### src/tbsd_defines.svh
// Purpose: shared constants of the type b attrib select link
// Assumes: included by bare name, definitions only
// Notes: times are in units of 1/fs; cycle counts derive from the clock
`ifndef TBSD_DEFINES_SVH
`define TBSD_DEFINES_SVH

// frame layout
`define TBSD_CMD_ATTRIB 8'h1d
`define TBSD_INF_MATCH 8'hf4
`define TBSD_HDR_LEN 9
`define TBSD_F4_LEN 5
`define TBSD_BUF_DEPTH 16

// atqb protocol info byte 3 fields
`define TBSD_ADC_ARBITRARY 2'b00
`define TBSD_ADC_COMPRESSED 2'b01
`define TBSD_FO_NAD_BIT 1
`define TBSD_FO_CID_BIT 0
`define TBSD_PROTO_TYPE 4'h1
`define TBSD_FWI_DEFAULT 4'h4

// param1 field positions
`define TBSD_P1_SOF_BIT 2
`define TBSD_P1_EOF_BIT 3
`define TBSD_P1_TR1_LSB 4
`define TBSD_P1_TR0_LSB 6
`define TBSD_CID_RFU 4'hf
`define TBSD_PCB_CID_BIT 3

// timing: fs is the subcarrier, fc/16 with fc at 13.56 MHz
`define TBSD_CLK_HZ 40000000
`define TBSD_FS_HZ 847500
`define TBSD_TR0_LONG_FS 48
`define TBSD_TR0_SHORT_FS 16
`define TBSD_TR1_LONG_FS 64
`define TBSD_TR1_SHORT_FS 16
`define TBSD_FS_CYC(n) \
  ((64'(n) * `TBSD_CLK_HZ + `TBSD_FS_HZ - 1) / `TBSD_FS_HZ)
`define TBSD_RSP_WAIT_CYC 16384

// reader register offsets (byte addresses)
`define TBSD_REG_CTRL 8'h00
`define TBSD_REG_PUPI 8'h04
`define TBSD_REG_PARAM 8'h08
`define TBSD_REG_APPD 8'h0c
`define TBSD_REG_STAT 8'h10
`define TBSD_CTRL_START_BIT 0
`define TBSD_CTRL_F4_BIT 1
`define TBSD_CTRL_BADCRC_BIT 2
`define TBSD_CTRL_RESET 32'h0000_0000

`endif

### src/tbsd_pkg.sv
// Purpose: types shared by both ends of the attrib link
// Assumes: nothing beyond the defines header
// Notes: state codes are written out
package tbsd_pkg;

  // card side selection state
  typedef enum logic [1:0] {
    tbsd_ready = 2'b00,
    tbsd_active = 2'b01,
    tbsd_wait = 2'b10,
    tbsd_send = 2'b11
  } tbsd_card_state_t;

  // reader side transfer state
  typedef enum logic [1:0] {
    tbsd_r_idle = 2'b00,
    tbsd_r_send = 2'b01,
    tbsd_r_wait = 2'b10
  } tbsd_rdr_state_t;

endpackage : tbsd_pkg

### src/tbsd_link_if.sv
// Purpose: byte-level contactless link between reader and card
// Assumes: framing and crc_b are done outside; crc result comes with last
// Notes: one byte per valid cycle, no back-pressure
`timescale 1ns/1ps
interface tbsd_link_if;
  // reader to card
  logic cmd_valid;
  logic [7:0] cmd_data;
  logic cmd_last;
  logic cmd_crc_ok;
  // card to reader
  logic rsp_valid;
  logic [7:0] rsp_data;
  logic rsp_last;

  modport card (
    input cmd_valid, cmd_data, cmd_last, cmd_crc_ok,
    output rsp_valid, rsp_data, rsp_last
  );
  modport reader (
    output cmd_valid, cmd_data, cmd_last, cmd_crc_ok,
    input rsp_valid, rsp_data, rsp_last
  );
endinterface : tbsd_link_if

### src/tbsd_frame_buf.sv
// Purpose: collect the bytes of one received frame
// Assumes: bytes arrive one per valid cycle, last marks the end
// Notes: done pulses one cycle after last; excess bytes set overflow
`timescale 1ns/1ps
`include "tbsd_defines.svh"
module tbsd_frame_buf #(
  parameter int DEPTH = `TBSD_BUF_DEPTH
) (
  // clock and reset
  input wire logic clk_i,
  input wire logic rst_i,
  // byte stream
  input wire logic valid_i,
  input wire logic [7:0] data_i,
  input wire logic last_i,
  input wire logic crc_ok_i,
  // collected frame
  output logic done_o,
  output logic ok_o,
  output logic [5:0] len_o,
  output logic [DEPTH*8-1:0] bytes_o
);
  logic [7:0] mem [DEPTH];
  logic [5:0] cnt;
  logic ovf;
  wire logic fits = (cnt < 6'(DEPTH));
  wire logic [5:0] next_cnt = cnt + 6'd1;

  // store bytes and count them; a frame closes on last
  always_ff @(posedge clk_i)
  begin
    if (rst_i)
    begin
      cnt <= 6'd0;
      ovf <= 1'b0;
      done_o <= 1'b0;
      ok_o <= 1'b0;
      len_o <= 6'd0;
    end
    else
    begin
      done_o <= valid_i & last_i;
      if (valid_i)
      begin
        if (fits)
          mem[cnt[$clog2(DEPTH)-1:0]] <= data_i;
        if (last_i)
        begin
          len_o <= next_cnt;
          ok_o <= crc_ok_i & fits & ~ovf;
          cnt <= 6'd0;
          ovf <= 1'b0;
        end
        else
        begin
          cnt <= fits ? next_cnt : cnt;
          ovf <= ovf | ~fits;
        end
      end
    end
  end

  // flatten for the decoder
  always_comb
  begin
    for (int i = 0; i < DEPTH; i++)
      bytes_o[i*8 +: 8] = mem[i];
  end
endmodule : tbsd_frame_buf

### src/tbsd_card.sv
// Purpose: card end; advertises its atqb option byte, decodes attrib,
//   decides on the answer and on entry to the active state
// Assumes: the framer strips sof/eof and checks crc_b, reporting it
//   with the last byte; reset is applied at field entry
// Notes: the answer holds one byte; the framer appends crc_b
// Operation
// - advertise two-bit application data coding
// - advertise independent nad and cid option bits
// - report arbitrary coding and cid support
// - attrib is 1d, id, four params, inf
// - selected only when identifier equals own pupi
// - once active, accept frames with own cid
// - param1 b3/b4 release sof and eof
// - reader keeps reserved parameter bits zero
// - param1 b8-b7 sets minimum tr0 delay
// - param1 b6-b5 sets minimum tr1 delay
// - param2 low nibble gives reader frame size
// - param2 b6-b5 select reader-to-card rate
// - param2 b8-b7 select card-to-reader rate
// - param3 confirms protocol, upper nibble zero
// - param4 carries cid zero to fourteen
// - without cid support return cid zero
// - always succeed on attrib without inf; code refuses it on bad param3 or param4, e.g. cid 15
// - f4 check matches application data
// - f4 answer carries no higher-layer bytes
// - no inf: answer and go active
// - other inf: silent, stay ready-declared
// - answer only matching pupi and good crc
// - answer byte is mbli and cid
//
// Local design decisions: the address map and the Wishbone slave port.
`timescale 1ns/1ps
`include "tbsd_defines.svh"
module tbsd_card
  import tbsd_pkg::*;
#(
  parameter bit NAD_SUP = 1'b0,
  parameter bit CID_SUP = 1'b1,
  parameter logic [3:0] MBLI = 4'h0,
  parameter logic [3:0] FWI = `TBSD_FWI_DEFAULT,
  parameter int TR0_DEF_CYC = 64,
  parameter int TR1_DEF_CYC = 64
) (
  // clock and reset
  input wire logic clk_i,
  input wire logic rst_i,
  // link to the reader
  tbsd_link_if.card link,
  // card identity
  input wire logic [31:0] pupi_i,
  input wire logic [31:0] app_data_i,
  // advertised and negotiated settings
  output logic [7:0] atqb_info_o,
  output tbsd_card_state_t state_o,
  output logic [3:0] cid_o,
  output logic sof_opt_o,
  output logic eof_opt_o,
  output logic [1:0] pcd_rate_o,
  output logic [1:0] picc_rate_o,
  output logic [8:0] fsd_bytes_o,
  // accepted higher-layer frame while active
  output logic hl_frame_o
);
  localparam int DEPTH = `TBSD_BUF_DEPTH;
  localparam int TR0_L = int'(`TBSD_FS_CYC(`TBSD_TR0_LONG_FS));
  localparam int TR0_S = int'(`TBSD_FS_CYC(`TBSD_TR0_SHORT_FS));
  localparam int TR1_L = int'(`TBSD_FS_CYC(`TBSD_TR1_LONG_FS));
  localparam int TR1_S = int'(`TBSD_FS_CYC(`TBSD_TR1_SHORT_FS));

  // frame size code to bytes; reserved codes give zero
  function automatic logic [8:0] fsd_of(input logic [3:0] code);
    case (code)
      4'h0: fsd_of = 9'd16;
      4'h1: fsd_of = 9'd24;
      4'h2: fsd_of = 9'd32;
      4'h3: fsd_of = 9'd40;
      4'h4: fsd_of = 9'd48;
      4'h5: fsd_of = 9'd64;
      4'h6: fsd_of = 9'd96;
      4'h7: fsd_of = 9'd128;
      4'h8: fsd_of = 9'd256;
      default: fsd_of = 9'd0;
    endcase
  endfunction : fsd_of

  // delay code to cycles; the reserved code falls back to default
  function automatic logic [13:0] dly_of(input logic [1:0] code,
      input int def_c, input int long_c, input int short_c);
    case (code)
      2'b01: dly_of = 14'(long_c);
      2'b10: dly_of = 14'(short_c);
      default: dly_of = 14'(def_c);
    endcase
  endfunction : dly_of

  // bytes arrive most significant first; rebuild the 32-bit word
  function automatic logic [31:0] word_of(input logic [31:0] w);
    word_of = {w[7:0], w[15:8], w[23:16], w[31:24]};
  endfunction : word_of

  logic fr_done;
  logic fr_ok;
  logic [5:0] fr_len;
  logic [DEPTH*8-1:0] fr_bytes;
  tbsd_card_state_t state;
  logic [13:0] wait_cnt;
  logic [7:0] answer;

  tbsd_frame_buf #(.DEPTH(DEPTH)) u_buf (
    .clk_i(clk_i),
    .rst_i(rst_i),
    .valid_i(link.cmd_valid),
    .data_i(link.cmd_data),
    .last_i(link.cmd_last),
    .crc_ok_i(link.cmd_crc_ok),
    .done_o(fr_done),
    .ok_o(fr_ok),
    .len_o(fr_len),
    .bytes_o(fr_bytes)
  );

  // attrib field split
  wire logic [7:0] b_cmd = fr_bytes[7:0];
  wire logic [31:0] b_id = word_of(fr_bytes[39:8]);
  wire logic [7:0] p1 = fr_bytes[47:40];
  wire logic [7:0] p2 = fr_bytes[55:48];
  wire logic [7:0] p3 = fr_bytes[63:56];
  wire logic [7:0] p4 = fr_bytes[71:64];
  wire logic [7:0] inf0 = fr_bytes[79:72];
  wire logic [31:0] inf_appd = word_of(fr_bytes[111:80]);
  wire logic [5:0] inf_len = fr_len - 6'(`TBSD_HDR_LEN);

  // attrib qualification
  wire logic is_attrib = fr_ok && b_cmd == `TBSD_CMD_ATTRIB
    && fr_len >= 6'(`TBSD_HDR_LEN);
  wire logic id_match = (b_id == pupi_i);
  wire logic par_ok = p3[7:4] == 4'h0 && p3[3:0] == `TBSD_PROTO_TYPE
    && p4[7:4] == 4'h0 && p4[3:0] != `TBSD_CID_RFU;
  wire logic no_inf = (inf_len == 6'd0);
  wire logic f4_ok = inf_len == 6'(`TBSD_F4_LEN)
    && inf0 == `TBSD_INF_MATCH && inf_appd == app_data_i;
  wire logic take = fr_done && is_attrib && id_match && par_ok
    && (no_inf || f4_ok);
  wire logic [3:0] new_cid = CID_SUP ? p4[3:0] : 4'h0;

  // higher-layer frame addressed to this card while active
  wire logic hl_hit = fr_done && fr_ok && state == tbsd_active
    && (fr_bytes[`TBSD_PCB_CID_BIT] ? fr_bytes[11:8] == cid_o
        : cid_o == 4'h0);

  // guard before the answer: tr0 then tr1
  wire logic [13:0] tr_cyc =
    dly_of(p1[`TBSD_P1_TR0_LSB +: 2], TR0_DEF_CYC, TR0_L, TR0_S)
    + dly_of(p1[`TBSD_P1_TR1_LSB +: 2], TR1_DEF_CYC, TR1_L, TR1_S);

  // option byte: fwi, adc, fo
  wire logic [7:0] next_info = {FWI, `TBSD_ADC_ARBITRARY,
    NAD_SUP, CID_SUP};

  // selection state machine
  always_ff @(posedge clk_i)
  begin
    if (rst_i)
    begin
      state <= tbsd_ready;
      wait_cnt <= 14'd0;
      answer <= 8'h00;
    end
    else
    begin
      case (state)
        tbsd_ready:
          if (take)
          begin
            state <= tbsd_wait;
            wait_cnt <= tr_cyc;
            answer <= {MBLI, new_cid};
          end
        tbsd_wait:
          if (wait_cnt <= 14'd1)
            state <= tbsd_send;
          else
            wait_cnt <= wait_cnt - 14'd1;
        tbsd_send:
          state <= tbsd_active;
        tbsd_active:
          state <= tbsd_active;
        default:
          state <= tbsd_ready;
      endcase
    end
  end

  // negotiated settings, latched when the card is taken
  always_ff @(posedge clk_i)
  begin
    if (rst_i)
    begin
      cid_o <= 4'h0;
      sof_opt_o <= 1'b0;
      eof_opt_o <= 1'b0;
      pcd_rate_o <= 2'b00;
      picc_rate_o <= 2'b00;
      fsd_bytes_o <= 9'd0;
    end
    else if (state == tbsd_ready && take)
    begin
      cid_o <= new_cid;
      sof_opt_o <= p1[`TBSD_P1_SOF_BIT];
      eof_opt_o <= p1[`TBSD_P1_EOF_BIT];
      pcd_rate_o <= p2[5:4];
      picc_rate_o <= p2[7:6];
      fsd_bytes_o <= fsd_of(p2[3:0]);
    end
  end

  // answer byte out and status registers
  always_ff @(posedge clk_i)
  begin
    if (rst_i)
    begin
      link.rsp_valid <= 1'b0;
      link.rsp_data <= 8'h00;
      link.rsp_last <= 1'b0;
      atqb_info_o <= 8'h00;
      state_o <= tbsd_ready;
      hl_frame_o <= 1'b0;
    end
    else
    begin
      link.rsp_valid <= (state == tbsd_send);
      link.rsp_last <= (state == tbsd_send);
      link.rsp_data <= (state == tbsd_send) ? answer : 8'h00;
      atqb_info_o <= next_info;
      state_o <= state;
      hl_frame_o <= hl_hit;
    end
  end
endmodule : tbsd_card

### src/flat_wrapper.sv
// flat-port wrapper written by rule: the top's interface ports become plain ports
module tbsd_card_flat import tbsd_pkg::*;
#(
  parameter bit NAD_SUP = 1'b0,
  parameter bit CID_SUP = 1'b1,
  parameter logic [3:0] MBLI = 4'h0,
  parameter logic [3:0] FWI = `TBSD_FWI_DEFAULT,
  parameter int TR0_DEF_CYC = 64,
  parameter int TR1_DEF_CYC = 64
)
  (clk_i, rst_i, pupi_i, app_data_i, atqb_info_o, state_o, cid_o, sof_opt_o, eof_opt_o, pcd_rate_o, picc_rate_o, fsd_bytes_o, hl_frame_o, link_cmd_valid, link_cmd_data, link_cmd_last, link_cmd_crc_ok, link_rsp_valid, link_rsp_data, link_rsp_last);
  tbsd_link_if link_i ();
  input wire logic clk_i;
  input wire logic rst_i;
  input wire logic [31:0] pupi_i;
  input wire logic [31:0] app_data_i;
  output logic [7:0] atqb_info_o;
  output tbsd_card_state_t state_o;
  output logic [3:0] cid_o;
  output logic sof_opt_o;
  output logic eof_opt_o;
  output logic [1:0] pcd_rate_o;
  output logic [1:0] picc_rate_o;
  output logic [8:0] fsd_bytes_o;
  output logic hl_frame_o;
  input wire logic [$bits(link_i.cmd_valid)-1:0] link_cmd_valid;
  input wire logic [$bits(link_i.cmd_data)-1:0] link_cmd_data;
  input wire logic [$bits(link_i.cmd_last)-1:0] link_cmd_last;
  input wire logic [$bits(link_i.cmd_crc_ok)-1:0] link_cmd_crc_ok;
  output wire logic [$bits(link_i.rsp_valid)-1:0] link_rsp_valid;
  output wire logic [$bits(link_i.rsp_data)-1:0] link_rsp_data;
  output wire logic [$bits(link_i.rsp_last)-1:0] link_rsp_last;
  assign link_i.cmd_valid = link_cmd_valid;
  assign link_i.cmd_data = link_cmd_data;
  assign link_i.cmd_last = link_cmd_last;
  assign link_i.cmd_crc_ok = link_cmd_crc_ok;
  assign link_rsp_valid = link_i.rsp_valid;
  assign link_rsp_data = link_i.rsp_data;
  assign link_rsp_last = link_i.rsp_last;
  tbsd_card #(.NAD_SUP(NAD_SUP), .CID_SUP(CID_SUP), .MBLI(MBLI), .FWI(FWI), .TR0_DEF_CYC(TR0_DEF_CYC), .TR1_DEF_CYC(TR1_DEF_CYC)) u_core (.clk_i(clk_i), .rst_i(rst_i), .link(link_i), .pupi_i(pupi_i), .app_data_i(app_data_i), .atqb_info_o(atqb_info_o), .state_o(state_o), .cid_o(cid_o), .sof_opt_o(sof_opt_o), .eof_opt_o(eof_opt_o), .pcd_rate_o(pcd_rate_o), .picc_rate_o(picc_rate_o), .fsd_bytes_o(fsd_bytes_o), .hl_frame_o(hl_frame_o));
endmodule
### config.mk
export PLATFORM = sky130hd
export DESIGN_NAME = tbsd_card_flat
export DESIGN_NICKNAME = d
export VERILOG_FILES = /design/src/tbsd_pkg.sv /design/src/tbsd_link_if.sv /design/src/tbsd_frame_buf.sv /design/src/tbsd_card.sv /design/src/flat_wrapper.sv
export VERILOG_INCLUDE_DIRS = /design/src
export SDC_FILE = /design/constraint.sdc
export NUM_CORES = 1
export LEC_CHECK = 0
export BUFFER_PORTS_ARGS = -buffer_cell sky130_fd_sc_hd__buf_2
export CAP_MARGIN = 15
export CORE_ASPECT_RATIO = 1.5
export CORE_MARGIN = 5
export CORE_UTILIZATION = 61
export DETAILED_ROUTE_END_ITERATION = 12
export PLACE_DENSITY = 0.83
export SYNTH_ARGS = -nofsm -noshare
export SYNTH_HDL_FRONTEND = slang
export SYNTH_SLANG_ARGS = --single-unit
### constraint.sdc
create_clock -name clk_i -period 5.95 [get_ports clk_i]
set_clock_uncertainty 0.15 [all_clocks]
set_input_delay 1.19 -clock clk_i [delete_from_list [all_inputs] [get_ports clk_i]]
set_output_delay 1.19 -clock clk_i [all_outputs]
set_load 0.005 [all_outputs]
==> results by group <==
Clock tree
  • Post-CTS setup repair buffer count: 0
  • CTS tree: yes
  • Clock buffer count from CTS: 17
  • Clock buffer depth: 2
  • CTS Hold Bufs: 0
  • Clk root buf: clkbuf_16
  • H-tree depth: 4
  • Clock transition at path regs: 0.06 ns
  • Post_cts resized: 0
  • Clk_lat worst skew: between 0.4 and 0.5 ns
  • Sink Count: between 150 and 200

Setup path
  • Critical Path End Type: register
  • Worst EP required: a little over 6 ns
  • CP delay by family, top: simple AND/OR/NAND/NOR gates
  • Startpoint Class: primary input
  • CP max stage cell: o211a_4
  • Critical path arrival: 3.47 ns
  • Critical path's largest stage delay: a little over 0.5 ns
  • Setup CP Type: primary input to register
  • WP buf/inv: 1
  • Cell Chain, Critical Path: buf_2 -> xor2_1 -> nor4_1 -> nand4_1 -> nor3_1 -> o211a_4 -> o22ai_1 -> a32o_1
  • Max FO, Critical Path: 29

Global routing
  • Remaining Overflow, GRT: 0
  • GR Util All Layers: 23.5%
  • First-pass GRT wire length: around 25000 um
  • Initial antenna violation count: 0
  • Met3 GRT Util: roughly 4.3%
  • Number of global-route vias before repair: a little over 5000
  • Largest net degree at the start of global routing: 42
  • Met2 GRT Util: 44.3%
  • Grt peak-use layer: met2
  • Met1 Track Usage GR: roughly a quarter

Timing
  • Minimum clock period: between 3 and 4 ns
  • RSZ-0062 raised after global routing: false
  • Slew HR: about a third
  • Hold Vio Cnt, Final: 0
  • Setup-failing EPs final: 0
  • Setup_tns: 0 ns
  • FMAX: 302 MHz
  • Slew @ Worst Pin: a little under 1 ns
  • Final Cycle Share: between 50 and 60%
  • Final Max Slew Viols: 0

Logic synthesis
  • Yosys warning count: 0
  • Yosys reg bits: about 170
  • Syn Area/Cell: approximately 12 um2
  • Synth top area share: between 40% and 50%
  • Most area-hungry cell type in the Yosys netlist: edfxtp_1
  • Top-count cell post-synth: edfxtp_1
  • Synth top cells by count: edfxtp_1, dfxtp_1, nor2_1
  • Post-synthesis sequential area ratio: 61.5%
  • Async set or reset register ratio after synthesis: 0%
  • Synth cell types: 54
  • Cell count after synthesis: around 600
  • Post-synth EDFFs: between 100 and 150
  • Main synth FF type: edfxtp_1
  • Syn Std Cell Area: about 0.0072 mm2
  • Synth top area cells: edfxtp_1, dfxtp_1, xnor2_1

Route
  • WL final: between 15000 and 20000 um
  • DRT iter0 DRCs: 338
  • Via density per instance: between 5 and 6
  • Post-route DRC: 0
  • Post-DRT Antenna Nets: 0
  • Routed len/inst: between 15 and 20 um
  • Total number of vias: between 4000 and 5000
  • DRT Pass-1 Iters: 5

Pwr
  • Max VDD drop: around 0.26 mV
  • Sw Share: 21.6%
  • Gate power share: 3.8%
  • Power per cell area: about 280 mW/mm2
  • Cell Int Power: 1.85 mW
  • P_leak: 3.12 nW
  • Flop pwr share: a little over half
  • Sw power: slightly above 0.5 mW
  • Clock network fraction of design power: between 40% and 50%

Floorplan
  • Die area: 0.0141 mm2
  • Die Ht: between 100 and 150 um
  • Die Wd: ~99 um
  • Area of the core: 0.0115 mm2
  • Row cnt: between 40 and 50
  • Boundary Pins: roughly 120
  • Initial core utilization: a little over three fifths

Final layout
  • Layout Nets: around 790
  • Area growth syn-to-layout: 15.6%
  • Final core occ: between 70 and 80%
  • # diodes: 0
  • Layout cells sized above 1: ~20%
  • Post-route cell area: between 0.008 and 0.009 mm2

Outcome
  • Status: finished clean

Min path
  • Min-Delay Path Class: register to register

Flow run
  • Max Cap Viol: 0

Placed design
  • Final HPWL DP: 11500 um
  • GPL Wtd Cong: a little under 0.9
  • Placed Area: between 0.007 and 0.008 mm2
  • I/O Buffers: between 100 and 150
## metal layers
layer,routed length [um],up-vias
li1,-,2315
met1,6040,2354
met2,9210,189
met3,706,32
met4,431,0
met5,0,-
## per-stage QoR
step                instances  power [mW]  hold slack, ns  setup slack (ns)
floorplan                 599        1.30           0.275              2.97
global placement          821        1.35           0.291              2.26
detailed placement        822        1.35           0.300              2.26
CTS                       854        2.37           0.309              2.69
global route              855        2.44           0.325              2.45
finish                    855        2.36           0.305              2.64
## state kept, by name, summed over array words and instances (netlist names), 4 cells and up
| register | count |
|---|---|
| u_core.cid_o | 4 |
| u_core.fsd_bytes_o | 6 |
| u_core.link.rsp_data | 4 |
| u_core.u_buf.cnt | 6 |
| u_core.u_buf.len_o | 6 |
| u_core.u_buf.mem | 110 |
| u_core.wait_cnt | 14 |
## cell type report
type	count	area, um2
Multi-Input combinational cell	375	2520
Fill cell	776	3210
Tap cell	150	188
Inverter	25	93.8
Timing Repair Buffer	107	541
Sequential cell	166	4420
Clock inverter	13	124
Clock buffer	19	433
## placed cells by master (no fill, tap or decap), types with 5 or more instances in the layout
cell	count
edfxtp_1	110
buf_2	105
dfxtp_1	56
nor2_1	52
xnor2_1	37
xor2_1	35
nand2_1	31
inv_1	25
a21oi_1	22
ha_1	18
nor3_1	17
nor4_1	17
clkbuf_16	17
o21ai_0	14
nand3_1	13
nand4_1	13
conb_1	13
mux2i_1	12
a32o_1	9
o22ai_1	8
and3_1	6
nand2b_1	5
nor2b_1	5
## worst register-to-register path, delay by kind of cell (launching register included)
kind / cells / cell delay (ns)
simple gates: 4 / 1.60
flops: 1 / 0.36
compound gates: 3 / 0.92
## final timing paths
check / startpoint / slack (ns) / to / depth (start not counted)
max: app_data_i[5] / 2.64 / u_core.wait_cnt[6] / 8
min: u_core.fsd_bytes_o[8] / 0.31 / u_core.fsd_bytes_o[8] / 2
max reg2reg: u_core.u_buf.mem[7][3] / 2.81 / u_core.wait_cnt[6] / 7
min reg2reg: u_core.fsd_bytes_o[8] / 0.31 / u_core.fsd_bytes_o[8] / 2
## logic make-up after synthesis
group / share of synthesized area (%)
AOI/OAI and AO/OA: 7.58
xor gates and xnor gates: 8.76
adders and majority gates: 3.69
buffers and inverters: 4.17
DFF: 61.5
muxes: 1.67
other: 0.0521
and+or+nand+nor: 12.6
## power groups by stage
stage          registers (mW)  clock network, mW  logic (mW)
2_1_floorplan            1.26                  0      0.0425
3_3_place_gp             1.26                  0      0.0854
3_5_place_dp             1.26                  0      0.0886
4_1_cts                  1.24               1.04      0.0898
5_1_grt                  1.24               1.10      0.0979
6_report                 1.24               1.03      0.0900
Power figures use the tool's default switching activity.
